$ cat config.mk
export PLATFORM = sky130hd
export DESIGN_NAME = pirc_core
export DESIGN_NICKNAME = d
export VERILOG_FILES = /design/src/pirc_pkg.sv /design/src/pirc_core.sv
export SDC_FILE = /design/constraint.sdc
export NUM_CORES = 1
export LEC_CHECK = 0
export ABC_AREA = 1
export BUFFER_PORTS_ARGS = -buffer_cell sky130_fd_sc_hd__buf_2
export CORE_ASPECT_RATIO = 0.7
export CORE_UTILIZATION = 55
export DETAILED_ROUTE_END_ITERATION = 10
export HOLD_SLACK_MARGIN = 0.05
export MAX_ROUTING_LAYER = met4
export PLACE_DENSITY = 0.71
export SKIP_LAST_GASP = 1
export SLEW_MARGIN = 20
export SYNTH_ARGS = -nofsm -noshare
export SYNTH_HDL_FRONTEND = slang
export SYNTH_SLANG_ARGS = --single-unit
export TNS_END_PERCENT = 10
$ cat constraint.sdc
create_clock -name sys_clk -period 1.75 [get_ports sys_clk]
set_input_delay 0.175 -clock sys_clk [delete_from_list [all_inputs] [get_ports sys_clk]]
set_output_delay 0.175 -clock sys_clk [all_outputs]
set_load 0.01 [all_outputs]
$ cat src/pirc_pkg.sv
// constants shared by the two-level interrupt controller
// assumes an 8-bit register port and same-clock event sources
// Functional notes
// - source zero is always high priority
// - priority mode vectors: high 0008h, low 0018h
// - high request preempts running low service
// - nineteen software registers control interrupts
// - each source has flag, enable, priority
// - priority bits ignored while priority mode off
// - compat: peripherals need both global enables
// - compat: global enable gates every source
// - compat: every interrupt vectors to 0008h
// - priority enable bit renames both global enables
// - high enable permits all high-priority sources
// - high enable clear blocks every source
// - low enable clear blocks only low sources
// - low sources need both level enables
// - flag, enable, level enable vector immediately
// - clearing one enable stops only that source
// - response clears the level's global enable
// - no low request served during high service
// - return instruction sets level enable again
// - flags set regardless of any enable
package pirc_pkg;
    localparam int          PIRC_NGRP      = 5;        // flag, enable and priority registers per kind
    localparam logic [7:0]  PIRC_ADDR_CTL0 = 8'h00;    // main interrupt control register
    localparam logic [7:0]  PIRC_ADDR_CTL1 = 8'h01;    // second general control register
    localparam logic [7:0]  PIRC_ADDR_CTL2 = 8'h02;    // third general control register
    localparam logic [7:0]  PIRC_ADDR_FLAG = 8'h03;    // first of five flag registers
    localparam logic [7:0]  PIRC_ADDR_EN   = 8'h08;    // first of five enable registers
    localparam logic [7:0]  PIRC_ADDR_PRIO = 8'h0d;    // first of five priority registers
    localparam logic [7:0]  PIRC_ADDR_RESET_CONTROL_REGISTER = 8'h12;    // reset control register
    localparam logic [7:0]  PIRC_ADDR_STAT = 8'h13;    // read-only service status
    localparam int          PIRC_BIT_GHE   = 7;        // global_or_high_level_enable
    localparam int          PIRC_BIT_PLE   = 6;        // peripheral_or_low_level_enable
    localparam int          PIRC_BIT_PME   = 7;        // priority_mode_enable in reset control
    localparam logic [7:0]  PIRC_RST_CTL   = 8'h00;
    localparam logic [7:0]  PIRC_RST_FLAG  = 8'h00;
    localparam logic [7:0]  PIRC_RST_EN    = 8'h00;
    localparam logic [7:0]  PIRC_RST_PRIO  = 8'hff;
    localparam logic [7:0]  PIRC_RST_RESET_CONTROL_REGISTER  = 8'h00;
    localparam logic [15:0] PIRC_VEC_HIGH  = 16'h0008;
    localparam logic [15:0] PIRC_VEC_LOW   = 16'h0018;
    typedef enum logic [1:0] {
        PIRC_SVC_NONE = 2'b00,
        PIRC_SVC_LOW  = 2'b01,
        PIRC_SVC_HIGH = 2'b10,
        PIRC_SVC_BOTH = 2'b11   // high service nested over low
    } pirc_svc_t;
endpackage : pirc_pkg

$ cat src/pirc_core.sv
// two-level priority interrupt controller, register file and core handshake
// assumes events and core strobes come from logic on sys_clk
//
// The plain strobed port and the register addresses were left to the implementer.
`timescale 1ns/10ps
module pirc_core import pirc_pkg::*; #(
    parameter int          NSRC        = 40,               // eight sources per flag register
    parameter logic [39:0] PERIPH_MASK = 40'hff_ffff_ff00  // sources gated by the peripheral enable
) (
    input  wire logic             sys_clk,      // core clock
    input  wire logic             rstn,         // async reset, active low
    input  wire logic [7:0]       reg_addr,     // register index
    input  wire logic [7:0]       reg_wdata,    // write data
    input  wire logic             reg_wr,       // write strobe
    input  wire logic             reg_rd,       // read strobe
    output logic      [7:0]       reg_rdata,    // read data, cycle after strobe
    input  wire logic [NSRC-1:0]  src_event,    // one-cycle event pulses
    input  wire logic             core_ack,     // core takes the pending interrupt
    input  wire logic             core_return_from_interrupt_instruction,  // return-from-interrupt executed
    output logic                  irq_req,      // interrupt pending to core
    output logic                  irq_hi,       // pending request is high level
    output logic      [15:0]      irq_vector    // branch address
);
    logic [23:0]     ctl_reg,  ctl_next;
    logic [NSRC-1:0] flag_reg, flag_next;
    logic [NSRC-1:0] en_reg,   en_next;
    logic [NSRC-1:0] prio_reg, prio_next;
    logic [7:0]      reset_control_register_reg, reset_control_register_next;
    logic [7:0]      rdata_reg, rdata_next;
    logic            req_reg,  req_next;
    logic            hi_reg,   hi_next;
    logic [15:0]     vec_reg,  vec_next;
    pirc_svc_t       svc_reg,  svc_next;
    logic            ghe, ple, pme, ack_take;
    logic [NSRC-1:0] fe, prio_eff;
    logic            pend_hi, pend_lo;

    // effective enables and pending levels
    assign ghe      = ctl_reg[PIRC_BIT_GHE];
    assign ple      = ctl_reg[PIRC_BIT_PLE];
    assign pme      = reset_control_register_reg[PIRC_BIT_PME];
    assign fe       = flag_reg & en_reg;
    assign prio_eff = prio_reg | {{(NSRC-1){1'b0}}, 1'b1};
    assign ack_take = core_ack & req_reg;
    always_comb begin
        if (pme) begin
            pend_hi = ghe & (|(fe & prio_eff));
            // a high service in progress holds off low requests
            pend_lo = ghe & ple & (|(fe & ~prio_eff))
                      & ~svc_reg[1];
        end else begin
            // priority bits play no part here
            pend_hi = ghe & ((|(fe & ~PERIPH_MASK[NSRC-1:0]))
                      | (ple & (|(fe & PERIPH_MASK[NSRC-1:0]))));
            pend_lo = 1'b0;
        end
    end

    // register writes, hardware flag sets and the response sequence
    always_comb begin
        ctl_next   = ctl_reg;
        flag_next  = flag_reg;
        en_next    = en_reg;
        prio_next  = prio_reg;
        reset_control_register_next  = reset_control_register_reg;
        svc_next   = svc_reg;
        rdata_next = 8'h00;
        if (reg_wr) begin
            if (reg_addr == PIRC_ADDR_CTL0) ctl_next[7:0] = reg_wdata;
            if (reg_addr == PIRC_ADDR_CTL1) ctl_next[15:8] = reg_wdata;
            if (reg_addr == PIRC_ADDR_CTL2) ctl_next[23:16] = reg_wdata;
            if (reg_addr == PIRC_ADDR_RESET_CONTROL_REGISTER) reset_control_register_next = reg_wdata;
            for (int g = 0; g < PIRC_NGRP; g++) begin
                if (reg_addr == PIRC_ADDR_FLAG + 8'(g)) flag_next[g*8 +: 8] = reg_wdata;
                if (reg_addr == PIRC_ADDR_EN + 8'(g)) en_next[g*8 +: 8] = reg_wdata;
                if (reg_addr == PIRC_ADDR_PRIO + 8'(g)) prio_next[g*8 +: 8] = reg_wdata;
            end
        end
        // an event in the clearing cycle still sets its flag
        flag_next = flag_next | src_event;
        if (reg_rd) begin
            if (reg_addr == PIRC_ADDR_CTL0) rdata_next = ctl_reg[7:0];
            if (reg_addr == PIRC_ADDR_CTL1) rdata_next = ctl_reg[15:8];
            if (reg_addr == PIRC_ADDR_CTL2) rdata_next = ctl_reg[23:16];
            if (reg_addr == PIRC_ADDR_RESET_CONTROL_REGISTER) rdata_next = reset_control_register_reg;
            if (reg_addr == PIRC_ADDR_STAT) rdata_next = {5'h00, req_reg, svc_reg};
            for (int g = 0; g < PIRC_NGRP; g++) begin
                if (reg_addr == PIRC_ADDR_FLAG + 8'(g)) rdata_next = flag_reg[g*8 +: 8];
                if (reg_addr == PIRC_ADDR_EN + 8'(g)) rdata_next = en_reg[g*8 +: 8];
                if (reg_addr == PIRC_ADDR_PRIO + 8'(g)) rdata_next = prio_reg[g*8 +: 8];
            end
        end
        // hardware response overrides a same-cycle software write
        if (ack_take) begin
            if (hi_reg) begin
                ctl_next[PIRC_BIT_GHE] = 1'b0;
                svc_next = (svc_reg == PIRC_SVC_LOW) ? PIRC_SVC_BOTH : PIRC_SVC_HIGH;
            end else begin
                ctl_next[PIRC_BIT_PLE] = 1'b0;
                svc_next = PIRC_SVC_LOW;
            end
        end else if (core_return_from_interrupt_instruction) begin
            case (svc_reg)
                PIRC_SVC_BOTH: begin
                    ctl_next[PIRC_BIT_GHE] = 1'b1;
                    svc_next = PIRC_SVC_LOW;
                end
                PIRC_SVC_HIGH: begin
                    ctl_next[PIRC_BIT_GHE] = 1'b1;
                    svc_next = PIRC_SVC_NONE;
                end
                PIRC_SVC_LOW: begin
                    ctl_next[PIRC_BIT_PLE] = 1'b1;
                    svc_next = PIRC_SVC_NONE;
                end
                default: begin
                    ctl_next[PIRC_BIT_GHE] = 1'b1;
                    svc_next = PIRC_SVC_NONE;
                end
            endcase
        end
        // request and vector registered together; dropped on the taking cycle
        req_next = ~ack_take & (pend_hi | pend_lo);
        hi_next  = pend_hi | ~pme;
        vec_next = (pend_hi | ~pme) ? PIRC_VEC_HIGH : PIRC_VEC_LOW;
    end

    // state registers
    always_ff @(posedge sys_clk or negedge rstn) begin
        if (!rstn) begin
            ctl_reg   <= {3{PIRC_RST_CTL}};
            flag_reg  <= {PIRC_NGRP{PIRC_RST_FLAG}};
            en_reg    <= {PIRC_NGRP{PIRC_RST_EN}};
            prio_reg  <= {PIRC_NGRP{PIRC_RST_PRIO}};
            reset_control_register_reg  <= PIRC_RST_RESET_CONTROL_REGISTER;
            rdata_reg <= 8'h00;
            req_reg   <= 1'b0;
            hi_reg    <= 1'b1;
            vec_reg   <= PIRC_VEC_HIGH;
            svc_reg   <= PIRC_SVC_NONE;
        end else begin
            ctl_reg   <= ctl_next;
            flag_reg  <= flag_next;
            en_reg    <= en_next;
            prio_reg  <= prio_next;
            reset_control_register_reg  <= reset_control_register_next;
            rdata_reg <= rdata_next;
            req_reg   <= req_next;
            hi_reg    <= hi_next;
            vec_reg   <= vec_next;
            svc_reg   <= svc_next;
        end
    end

    assign reg_rdata  = rdata_reg;
    assign irq_req    = req_reg;
    assign irq_hi     = hi_reg;
    assign irq_vector = vec_reg;

    // checks on vectoring, enables, service state, flags and registers
    property p_compat_vec;
        @(posedge sys_clk) disable iff (!rstn)
        (!pme && !$past(pme) && req_reg) |-> vec_reg == PIRC_VEC_HIGH;
    endproperty
    a_compat_vec: assert property (p_compat_vec) else $error("compat vector not 0008h");

    property p_level_vec;
        @(posedge sys_clk) disable iff (!rstn)
        req_reg |-> (hi_reg ? vec_reg == PIRC_VEC_HIGH : vec_reg == PIRC_VEC_LOW);
    endproperty
    a_level_vec: assert property (p_level_vec) else $error("vector does not match level");

    property p_ack_clears;
        @(posedge sys_clk) disable iff (!rstn)
        (ack_take && hi_reg) |=> !ghe && !req_reg;
    endproperty
    a_ack_clears: assert property (p_ack_clears) else $error("response left enable set");

    property p_return_from_interrupt_instruction_sets;
        @(posedge sys_clk) disable iff (!rstn)
        (core_return_from_interrupt_instruction && !ack_take && svc_reg == PIRC_SVC_HIGH) |=> ghe && svc_reg == PIRC_SVC_NONE;
    endproperty
    a_return_from_interrupt_instruction_sets: assert property (p_return_from_interrupt_instruction_sets) else $error("return did not re-enable");

    property p_no_low_in_high;
        @(posedge sys_clk) disable iff (!rstn)
        (pme && svc_reg[1]) |=> !(req_reg && !hi_reg);
    endproperty
    a_no_low_in_high: assert property (p_no_low_in_high) else $error("low served in high");

    property p_flag_set;
        @(posedge sys_clk) disable iff (!rstn)
        (src_event != '0) |=> (flag_reg & $past(src_event)) == $past(src_event);
    endproperty
    a_flag_set: assert property (p_flag_set) else $error("event flag lost");

    property p_ghe_blocks;
        @(posedge sys_clk) disable iff (!rstn)
        !ghe |=> !req_reg;
    endproperty
    a_ghe_blocks: assert property (p_ghe_blocks) else $error("request with enable clear");

    property p_src0_high;
        @(posedge sys_clk) disable iff (!rstn)
        (pme && fe[0] && ghe && !ack_take) |=> req_reg && hi_reg;
    endproperty
    a_src0_high: assert property (p_src0_high) else $error("source zero not high");

    property p_en_gate;
        @(posedge sys_clk) disable iff (!rstn)
        (fe == '0) |=> !req_reg;
    endproperty
    a_en_gate: assert property (p_en_gate) else $error("request without enabled flag");

    property p_low_needs_both;
        @(posedge sys_clk) disable iff (!rstn)
        (pme && !ple) |=> !(req_reg && !hi_reg);
    endproperty
    a_low_needs_both: assert property (p_low_needs_both) else $error("low without low enable");

    property p_preempt;
        @(posedge sys_clk) disable iff (!rstn)
        (pme && svc_reg == PIRC_SVC_LOW && ghe && (|(fe & prio_eff)) && !ack_take) |=> req_reg && hi_reg;
    endproperty
    a_preempt: assert property (p_preempt) else $error("high did not preempt low");

    property p_compat_any;
        @(posedge sys_clk) disable iff (!rstn)
        (!pme && ghe && (|(fe & ~PERIPH_MASK[NSRC-1:0])) && !ack_take) |=> req_reg;
    endproperty
    a_compat_any: assert property (p_compat_any) else $error("compat source not requested");

    // read data stands for one cycle only, so a stale byte never looks fresh
    property p_rdata_idle;
        @(posedge sys_clk) disable iff (!rstn)
        !reg_rd |=> reg_rdata == 8'h00;
    endproperty
    a_rdata_idle: assert property (p_rdata_idle) else $error("read data outside its cycle");

    // taking a low request closes the low level and drops the request at once
    property p_ack_low;
        @(posedge sys_clk) disable iff (!rstn)
        (ack_take && !hi_reg) |=> !ple && !req_reg && svc_reg == PIRC_SVC_LOW;
    endproperty
    a_ack_low: assert property (p_ack_low) else $error("low response left enable set");

    // the return instruction reopens exactly the level that was closed
    property p_return_from_interrupt_instruction_low;
        @(posedge sys_clk) disable iff (!rstn)
        (core_return_from_interrupt_instruction && !ack_take && svc_reg == PIRC_SVC_LOW) |=> ple && svc_reg == PIRC_SVC_NONE;
    endproperty
    a_return_from_interrupt_instruction_low: assert property (p_return_from_interrupt_instruction_low) else $error("return did not reopen low");

    property p_return_from_interrupt_instruction_both;
        @(posedge sys_clk) disable iff (!rstn)
        (core_return_from_interrupt_instruction && !ack_take && svc_reg == PIRC_SVC_BOTH) |=> ghe && svc_reg == PIRC_SVC_LOW;
    endproperty
    a_return_from_interrupt_instruction_both: assert property (p_return_from_interrupt_instruction_both) else $error("nested return lost low service");

    // mode flips take one cycle to reach the registered level, hence the past term
    property p_compat_hi;
        @(posedge sys_clk) disable iff (!rstn)
        (!pme && !$past(pme) && req_reg) |-> hi_reg;
    endproperty
    a_compat_hi: assert property (p_compat_hi) else $error("compat request not high level");

    property p_periph_gate;
        @(posedge sys_clk) disable iff (!rstn)
        (!pme && !ple && ((fe & ~PERIPH_MASK[NSRC-1:0]) == '0)) |=> !req_reg;
    endproperty
    a_periph_gate: assert property (p_periph_gate) else $error("peripheral passed closed gate");

    property p_compat_all;
        @(posedge sys_clk) disable iff (!rstn)
        (!pme && ghe && ple && (fe != '0) && !ack_take) |=> req_reg && vec_reg == PIRC_VEC_HIGH;
    endproperty
    a_compat_all: assert property (p_compat_all) else $error("compat source not vectored");

    property p_low_vec;
        @(posedge sys_clk) disable iff (!rstn)
        (pme && ghe && ple && !svc_reg[1] && ((fe & prio_eff) == '0) && ((fe & ~prio_eff) != '0) && !ack_take)
        |=> req_reg && !hi_reg && vec_reg == PIRC_VEC_LOW;
    endproperty
    a_low_vec: assert property (p_low_vec) else $error("low request not vectored low");

    property p_high_no_low_en;
        @(posedge sys_clk) disable iff (!rstn)
        (pme && ghe && !ple && ((fe & prio_eff) != '0) && !ack_take) |=> req_reg && hi_reg && vec_reg == PIRC_VEC_HIGH;
    endproperty
    a_high_no_low_en: assert property (p_high_no_low_en) else $error("low enable blocked high");

    // a flag only falls by a software write; the response and the return leave it set
    property p_flag_hold;
        @(posedge sys_clk) disable iff (!rstn)
        (flag_reg[0] && !(reg_wr && reg_addr == PIRC_ADDR_FLAG)) |=> flag_reg[0];
    endproperty
    a_flag_hold: assert property (p_flag_hold) else $error("flag fell without write");

    property p_stat_ro;
        @(posedge sys_clk) disable iff (!rstn)
        (reg_wr && reg_addr == PIRC_ADDR_STAT && !ack_take && !core_return_from_interrupt_instruction) |=> $stable(svc_reg);
    endproperty
    a_stat_ro: assert property (p_stat_ro) else $error("status changed by write");

    property p_pme_on;
        @(posedge sys_clk) disable iff (!rstn)
        (reg_wr && reg_addr == PIRC_ADDR_RESET_CONTROL_REGISTER && reg_wdata[PIRC_BIT_PME]) |=> pme;
    endproperty
    a_pme_on: assert property (p_pme_on) else $error("priority mode not entered");

    c_nested: cover property (@(posedge sys_clk) disable iff (!rstn) svc_reg == PIRC_SVC_BOTH);
    c_low_ack: cover property (@(posedge sys_clk) disable iff (!rstn) ack_take && !hi_reg);
    c_compat_ack: cover property (@(posedge sys_clk) disable iff (!rstn) ack_take && !pme);
    c_ret_both: cover property (@(posedge sys_clk) disable iff (!rstn) core_return_from_interrupt_instruction && svc_reg == PIRC_SVC_BOTH);
    c_low_held: cover property (@(posedge sys_clk) disable iff (!rstn) pme && svc_reg[1] && ((fe & ~prio_eff) != '0));
endmodule : pirc_core

==> results.sh, run 1 <==
export IMPL_max_cap_violations=0
export IMPL_area_growth_pct=36.1
export IMPL_fmax_mhz=503
export IMPL_synthCells=1062
export IMPL_fin_cells=1568
export IMPL_combinationalPowerShare_pct=14.5
export IMPL_n_antenna_cell=0
export IMPL_final_antenna_net_count=0
export IMPL_place_congestion=1.02
export IMPL_dr_total_vias=9113
export IMPL_leakagePower_nw=5.20
export IMPL_yosysSeqAreaShare_pct=50.0
export IMPL_hold_class="input port to flop"
export IMPL_crit_fanout=2
export IMPL_switching_power_w=0.00254
export IMPL_tightest_slew_ns=0.889
export IMPL_netlist_area_um2=8360
export IMPL_first_pass_iters=6
export IMPL_gr_total_overflow=0
export IMPL_cts_tree="built"
export IMPL_detailedPlace_worstSlack_ns=-0.669
export IMPL_grt_use_total_pct=42.8
export IMPL_num_nets_final=1423
export IMPL_clock_sinks=165
export IMPL_die_y_um=105
export IMPL_root_buffer="clkbuf_16"
export IMPL_drv_slew=0
export IMPL_placedCellCount=1493
export IMPL_violations="negative setup slack"
export IMPL_clock_skew_ns=0.00682
export IMPL_via_per_inst=5.81
export IMPL_cp_end_kind="flop"
export IMPL_outcome="finished with violations"
export IMPL_pwr_share_seq_pct=45.2
export IMPL_fin_util_pct=77.0
export IMPL_fin_crit_ns=1.99
export IMPL_p_int_w=0.00671
export IMPL_power_density_nw_per_um2=813
export IMPL_slowest_stage="dfrtp_1"
export IMPL_grt_start_max_net_pins=49
export IMPL_rows=37
export IMPL_crit_chain="or2_0 -> nand2_1 -> nand2_1 -> nand2_2 -> nand3_2 -> nand2_2 -> nand4_1 -> nor2_2 -> nand4_1 -> nor2_2 -> nand4_1 -> nand2_1 -> inv_1"
export IMPL_pwr_share_clk_pct=40.3
export IMPL_routed_wl_um=30800
export IMPL_syn_avg_cell_area_um2=7.87
export IMPL_finalWorstSetupSlack_ns=-0.240
export IMPL_die_area_um2=15700
export IMPL_period_share_pct=114
export IMPL_hold_violations=0
export IMPL_max_stage_delay_ns=0.39
export IMPL_worstPathArrival_ns=2.32
export IMPL_ir_worst_vdd_uv=675
export IMPL_synth_distinct_cells=39
export IMPL_drc=0
export IMPL_switching_share_pct=27.5
export IMPL_synth_top_area_share_pct=37.1
export IMPL_cp_required_ns=2.08
export IMPL_yosys_register_bits=165
export IMPL_netlist_top_cells_count="nand2_1 (305), o21ai_0 (156), dfrtp_1 (124)"
export IMPL_core_area_um2=14800
export IMPL_finalSetupViolCount=8
export IMPL_clk_path_buf_depth=2
export IMPL_rsz0062_at_grt="yes"
export IMPL_power_total_w=0.00925
export IMPL_wire_per_inst_um=19.6
export IMPL_cts_buffers=17
export IMPL_cpLargestDelayFamily="simple AND/OR/NAND/NOR gates"
export IMPL_synth_edf_count=0
export IMPL_clock_latency_ns=0.44
export IMPL_clkTransAtPathRegs_ns=0.06
export IMPL_yosys_cell_count_top_type="nand2_1"
export IMPL_max_slew_margin_pct=40.7
export IMPL_io_buffers=72
export IMPL_crit_type="flop to flop"
export IMPL_dp_hpwl_um=21600
export IMPL_synth_warnings=0
export IMPL_drive_above_1_share_pct=28.6
export IMPL_htree_levels=4
export IMPL_grt_pass1_wl_um=48500
export IMPL_grt_pass1_vias=8790
export IMPL_initial_core_util_pct=56.6
export IMPL_startpoint_type="flop"
export IMPL_num_io_pins=88
export IMPL_synth_area_top_cells="dfrtp_1 (37%), nand2_1 (14%), dfstp_2 (13%)"
export IMPL_drtIter0Drc=1233
export IMPL_die_x_um=149
export IMPL_synth_flop_cell="dfrtp_1"
export IMPL_antenna_found_initial=0
export IMPL_async_reset_ff_share_pct=100
export IMPL_synth_top_area_cell="dfrtp_1"
export IMPL_path_buf_inv=1
-- tightest hold or removal path: stages --
cell     delay (ns)
buf_2          0.16
o21ai_0        0.10
nor2_1         0.05
-- layout make-up --
type                            count  area [µm²]
Sequential cell                   165        4180
Multi-Input combinational cell    763        3680
Fill cell                        1123        3400
Timing Repair Buffer              314        2330
Clock buffer                       19         433
Inverter                          100         378
Tap cell                          195         244
Clock inverter                     12         131
-- cells by family after synthesis --
| logic type | after synthesis | share of synthesized area [%] |
|---|---|---|
| flip-flops | 165 | 50.0 |
| AO/OA/AOI/OAI | 260 | 16.7 |
| AND/OR/NAND/NOR | 488 | 25.7 |
| buffers and inverters | 147 | 7.52 |
| other | 2 | 0.0899 |
-- path summary, 6_finish.rpt --
check                                                                from  cells past startpoint                                   endpoint  slack [ns]
worst max-delay path                              ctl_reg[17]$_DFFE_PN0P_                     13                     reg_rdata[1]$_DFF_PN0_       -0.24
worst min-delay path                                               reg_rd                      3                     reg_rdata[0]$_DFF_PN0_        0.08
worst max register to register                    ctl_reg[17]$_DFFE_PN0P_                     13                     reg_rdata[1]$_DFF_PN0_       -0.24
worst min register to register  reset_control_register_reg[3]$_DFFE_PN0P_                      2  reset_control_register_reg[3]$_DFFE_PN0P_        0.50
max in group asynchronous                                            rstn                      3                    prio_reg[7]$_DFFE_PN1P_        0.80
min in group asynchronous                                            rstn                      2                    ctl_reg[16]$_DFFE_PN0P_        0.22
-- repair_timing --
item                                    in CTS  in global routing
resized for setup                            6                 15
endpoints found under the setup margin       7                 11
buffers inserted                             0                  1
endpoints found under the hold margin      155                  0
pin swaps                                    3                 14
gates cloned                                 0                  0
hold buffers                                43                  0
-- stage by stage --
| step | hold WS [ns] | TNS [ns] | area (µm²) |
|---|---|---|---|
| 2_1_floorplan | -0.121 | 0 | 8400 |
| 3_3_place_gp | 0.105 | -6.24 | 10300 |
| 3_5_place_dp | 0.102 | -9.00 | 10300 |
| 4_1_cts | 0.0822 | -1.02 | 11300 |
| 5_1_grt | 0.118 | -2.56 | 11400 |
| 6_report | 0.0832 | -1.33 | 11400 |
-- power by group through the flow --
stage	logic, W	clock network (W)	registers (W)
after floorplan	0.000498	0	0.00422
after detailed placement	0.00120	0	0.00423
final	0.00134	0.00372	0.00418
after CTS	0.00129	0.00372	0.00417
after global routing	0.00144	0.00390	0.00420
after global placement	0.00117	0	0.00423
-- cell usage in the layout, fill, tap and decap left out, types with 3 or more instances in the layout --
cell type / synthesis / routed
buf_4: 15 / 196
conb_1: 2 / 15
o22ai_1: 23 / 23
nor2_2: 10 / 14
nand3_1: 33 / 31
buf_2: 4 / 71
o21ai_0: 156 / 156
nor3_1: 3 / 3
buf_12: 0 / 3
nand4_1: 44 / 44
clkinvlp_4: 0 / 3
nor4_2: 0 / 4
dfstp_2: 41 / 41
inv_2: 6 / 6
nor2_4: 4 / 5
dlygate4sd3_1: 0 / 43
nor2_1: 57 / 52
nand2_1: 305 / 301
nand2_2: 8 / 11
a21oi_1: 52 / 52
nor4_1: 8 / 4
inv_1: 94 / 93
or2_0: 4 / 4
a31oi_1: 3 / 3
clkinv_2: 0 / 4
o21ai_1: 9 / 9
clkbuf_16: 0 / 17
dfrtp_1: 124 / 124
o41ai_1: 8 / 8
-- routing by layer --
layer / routed length (µm) / vias to the layer above / track usage (%)
met5: 0 / - / -
met4: 951 / 0 / 13.2
li1: - / 4130 / -
met2: 12800 / 628 / 58.1
met3: 4230 / 90 / 11.7
met1: 12800 / 4265 / 61.6
Note: power is estimated with default switching activity, not from simulation.
==> inputs of run 2 (changes only) <==
--- a/config.mk
+++ b/config.mk
@@ -5,10 +5,10 @@
 export SDC_FILE = /design/constraint.sdc
 export NUM_CORES = 1
 export LEC_CHECK = 0
-export ABC_AREA = 1
 export BUFFER_PORTS_ARGS = -buffer_cell sky130_fd_sc_hd__buf_2
 export CORE_ASPECT_RATIO = 0.7
 export CORE_UTILIZATION = 55
+export CTS_BUF_LIST = sky130_fd_sc_hd__clkbuf_2
 export DETAILED_ROUTE_END_ITERATION = 10
 export HOLD_SLACK_MARGIN = 0.05
 export MAX_ROUTING_LAYER = met4
==> run 2 against run 1 <==
The flow still finishes with violations (negative setup slack); clock power decreased by 44%; sequential share of layout area down 3.6 points; hold slack worse by 0.026 ns; register-to-register slack improved by 0.07 ns; setup slack gained 0.072 ns; clock skew increased by 0.048 ns; via count up 15%; design area rose by 11%; die area grew 9.3%; critical endpoint is now irq_req$_DFF_PN0_; wire length increased by 49%; final cell count down 3.3%; highest routed layer unchanged; global-route usage rose by 14 points.
==> results.sh, run 2 <==
export IMPL_grt_pass1_wl_um=65700
export IMPL_first_pass_iters=9
export IMPL_grt_use_total_pct=56.5
export IMPL_startpoint="prio_reg[32]$_DFFE_PN1P_"
export IMPL_clock_latency_ns=0.82
export IMPL_gr_total_overflow=0
export IMPL_cts_tree="built"
export IMPL_routed_wl_um=45800
export IMPL_area_growth_pct=38.1
export IMPL_whs_ns=0.0571
export IMPL_wire_per_inst_um=30.2
export IMPL_synthAdderAreaFrac_pct=0
export IMPL_root_buffer="clkbuf_2"
export IMPL_grt_start_max_net_pins=36
export IMPL_synth_edf_count=0
export IMPL_via_per_inst=6.88
export IMPL_syn_avg_cell_area_um2=10.1
export IMPL_crit_fanout=2
export IMPL_htree_levels=4
export IMPL_crit_type="flop to flop"
export IMPL_hold_class="input port to flop"
export IMPL_clkTransAtPathRegs_ns=0.30
export IMPL_yosys_cell_count_top_type="dfrtp_1"
export IMPL_reg2reg_from="prio_reg[32]$_DFFE_PN1P_"
export IMPL_netlist_area_um2=9150
export IMPL_worstHoldStart="src_event[19]"
export IMPL_power_density_nw_per_um2=629
export IMPL_grt_pass1_vias=10100
export IMPL_synthMuxAreaShare_pct=14.8
export IMPL_fin_cells=1516
export IMPL_die_x_um=156
export IMPL_yosysSeqAreaShare_pct=45.7
export IMPL_clk_path_buf_depth=2
export IMPL_drv_slew=0
export IMPL_max_slew_margin_pct=56.8
export IMPL_drive_above_1_share_pct=42.6
export IMPL_violations="negative setup slack"
export IMPL_antenna_found_initial=2
export IMPL_num_io_pins=88
export IMPL_cp_required_ns=2.48
export IMPL_async_reset_ff_share_pct=100
export IMPL_dp_hpwl_um=32600
export IMPL_yosys_register_bits=165
export IMPL_max_cap_violations=0
export IMPL_rows=39
export IMPL_dr_total_vias=10400
export IMPL_die_area_um2=17200
export IMPL_cp_end_kind="flop"
export IMPL_finalWorstSetupSlack_ns=-0.168
export IMPL_synth_area_top_cells="dfrtp_1 (34%), mux2_2 (14%), dfstp_2 (12%)"
export IMPL_yosys_area_share_simple_pct=20.8
export IMPL_num_nets_final=1337
export IMPL_synth_top_area_share_pct=33.9
export IMPL_fmax_mhz=521
export IMPL_tightest_slew_ns=0.648
export IMPL_startpoint_type="flop"
export IMPL_layout_common_cells="buf_4 (245), dfrtp_1 (120), mux2_2 (112)"
export IMPL_detailedPlace_worstSlack_ns=-0.487
export IMPL_clock_skew_ns=0.0552
export IMPL_place_congestion=1.06
export IMPL_synth_compound_area_share_pct=14.3
export IMPL_finalSetupViolCount=9
export IMPL_io_buffers=72
export IMPL_fin_crit_ns=1.92
export IMPL_synthCells=907
export IMPL_drc=0
export IMPL_synth_distinct_cells=73
export IMPL_ir_worst_vdd_uv=515
export IMPL_final_common_cell="buf_4"
export IMPL_drtIter0Drc=1833
export IMPL_worstPathArrival_ns=2.65
export IMPL_synth_top_area_cell="dfrtp_1"
export IMPL_hold_violations=0
export IMPL_die_y_um=110
export IMPL_synth_xor_area_share_pct=0.0958
export IMPL_synth_warnings=0
export IMPL_period_share_pct=110
export IMPL_final_antenna_net_count=0
export IMPL_placedCellCount=1387
export IMPL_power_total_w=0.00795
export IMPL_initial_core_util_pct=56.1
export IMPL_cts_buffers=17
export IMPL_clock_sinks=165
export IMPL_rsz0062_at_grt="yes"
export IMPL_core_area_um2=16300
export IMPL_synth_flop_cell="dfrtp_1"
export IMPL_outcome="finished with violations"
export IMPL_leakagePower_nw=5.60
export IMPL_timing_setup_tns_ns=-0.602
export IMPL_netlist_top_cells_count="dfrtp_1 (124), nand2_1 (113), mux2_2 (112)"
export IMPL_synth_top_family_by_area="simple AND/OR/NAND/NOR gates"
[run 2: changes by cell type in the layout (fill, tap and decap cells not counted), moves of 34 or more]
cell	before	now
nand2_1	301	104
o21ai_0	156	18
nand3_1	31	65
inv_1	93	7
dlygate4sd3_1	43	83
mux2_2	0	112
buf_4	196	245
[run 2: routing by layer]
metal / GRT usage [%] / wire [µm] / vias up
li1: - / - / 4125
met1: 70.5 / 17200 / 4995
met2: 77.7 / 18500 / 1075
met3: 27.0 / 7810 / 241
met4: 23.9 / 2380 / 0
met5: - / 0 / -
[run 2: path summary, 6_finish.rpt]
kind	to	slack, ns	depth (start not counted)
max in group asynchronous	prio_reg[16]$_DFFE_PN1P_	0.82	4
min in group asynchronous	prio_reg[28]$_DFFE_PN1P_	0.53	3
worst max register to register	irq_req$_DFF_PN0_	-0.17	6
worst min-delay path	flag_reg[19]$_DFF_PN0_	0.06	3
worst max-delay path	irq_req$_DFF_PN0_	-0.17	6
worst min register to register	ctl_reg[0]$_DFFE_PN0P_	0.55	1
[run 2: cells by family after synthesis]
| family | count (synthesis) |
|---|---|
| buffers and inverters | 78 |
| DFF | 165 |
| other | 2 |
| xor gates and xnor gates | 1 |
| AOI/OAI and AO/OA | 177 |
| muxes | 121 |
| and+or+nand+nor | 363 |
[run 2: repair_timing]
| action | in CTS | in global routing |
|---|---|---|
| gates resized for setup | 19 | 5 |
| endpoints found under the hold margin | 328 | 3 |
| endpoints found under the setup margin | 5 | 11 |
| hold buffers | 81 | 3 |
| setup buffers | 9 | 1 |
| pin swaps | 9 | 6 |
[run 2: critical path: stages, from the launching register on]
cell and delay [ns]:
dfstp_2 0.60, nand3b_1 0.29, o2111ai_1 0.24, nor3_1 0.23, nand4_1 0.22, o21ai_1 0.20
a21boi_1 0.08
[run 2: metrics by stage]
step | instance area [µm²] | util, %
floorplan | 9260 | -
global placement | 11400 | 70.0
detailed placement | 11400 | 70.0
CTS | 12600 | 77.1
global route | 12600 | 77.5
finish | 12600 | 77.5
[run 2: area by class of cell]
| class | instances | area [µm²] |
|---|---|---|
| multi-input cells | 677 | 4740 |
| flip-flops and latches | 165 | 4190 |
| fillers | 1038 | 3670 |
| repair buffers | 407 | 3180 |
| well taps | 225 | 282 |
| clock inverters | 13 | 120 |
| clock buffers | 19 | 95.1 |
| inverters | 7 | 26.3 |
| diodes | 3 | 7.51 |
[run 2: power by group]
group | switching, W | internal (W)
Clock | 0.00165 | 0.000444
Sequential | 0.000212 | 0.00403
Combinational | 0.000906 | 0.000708
Total | 0.00277 | 0.00518
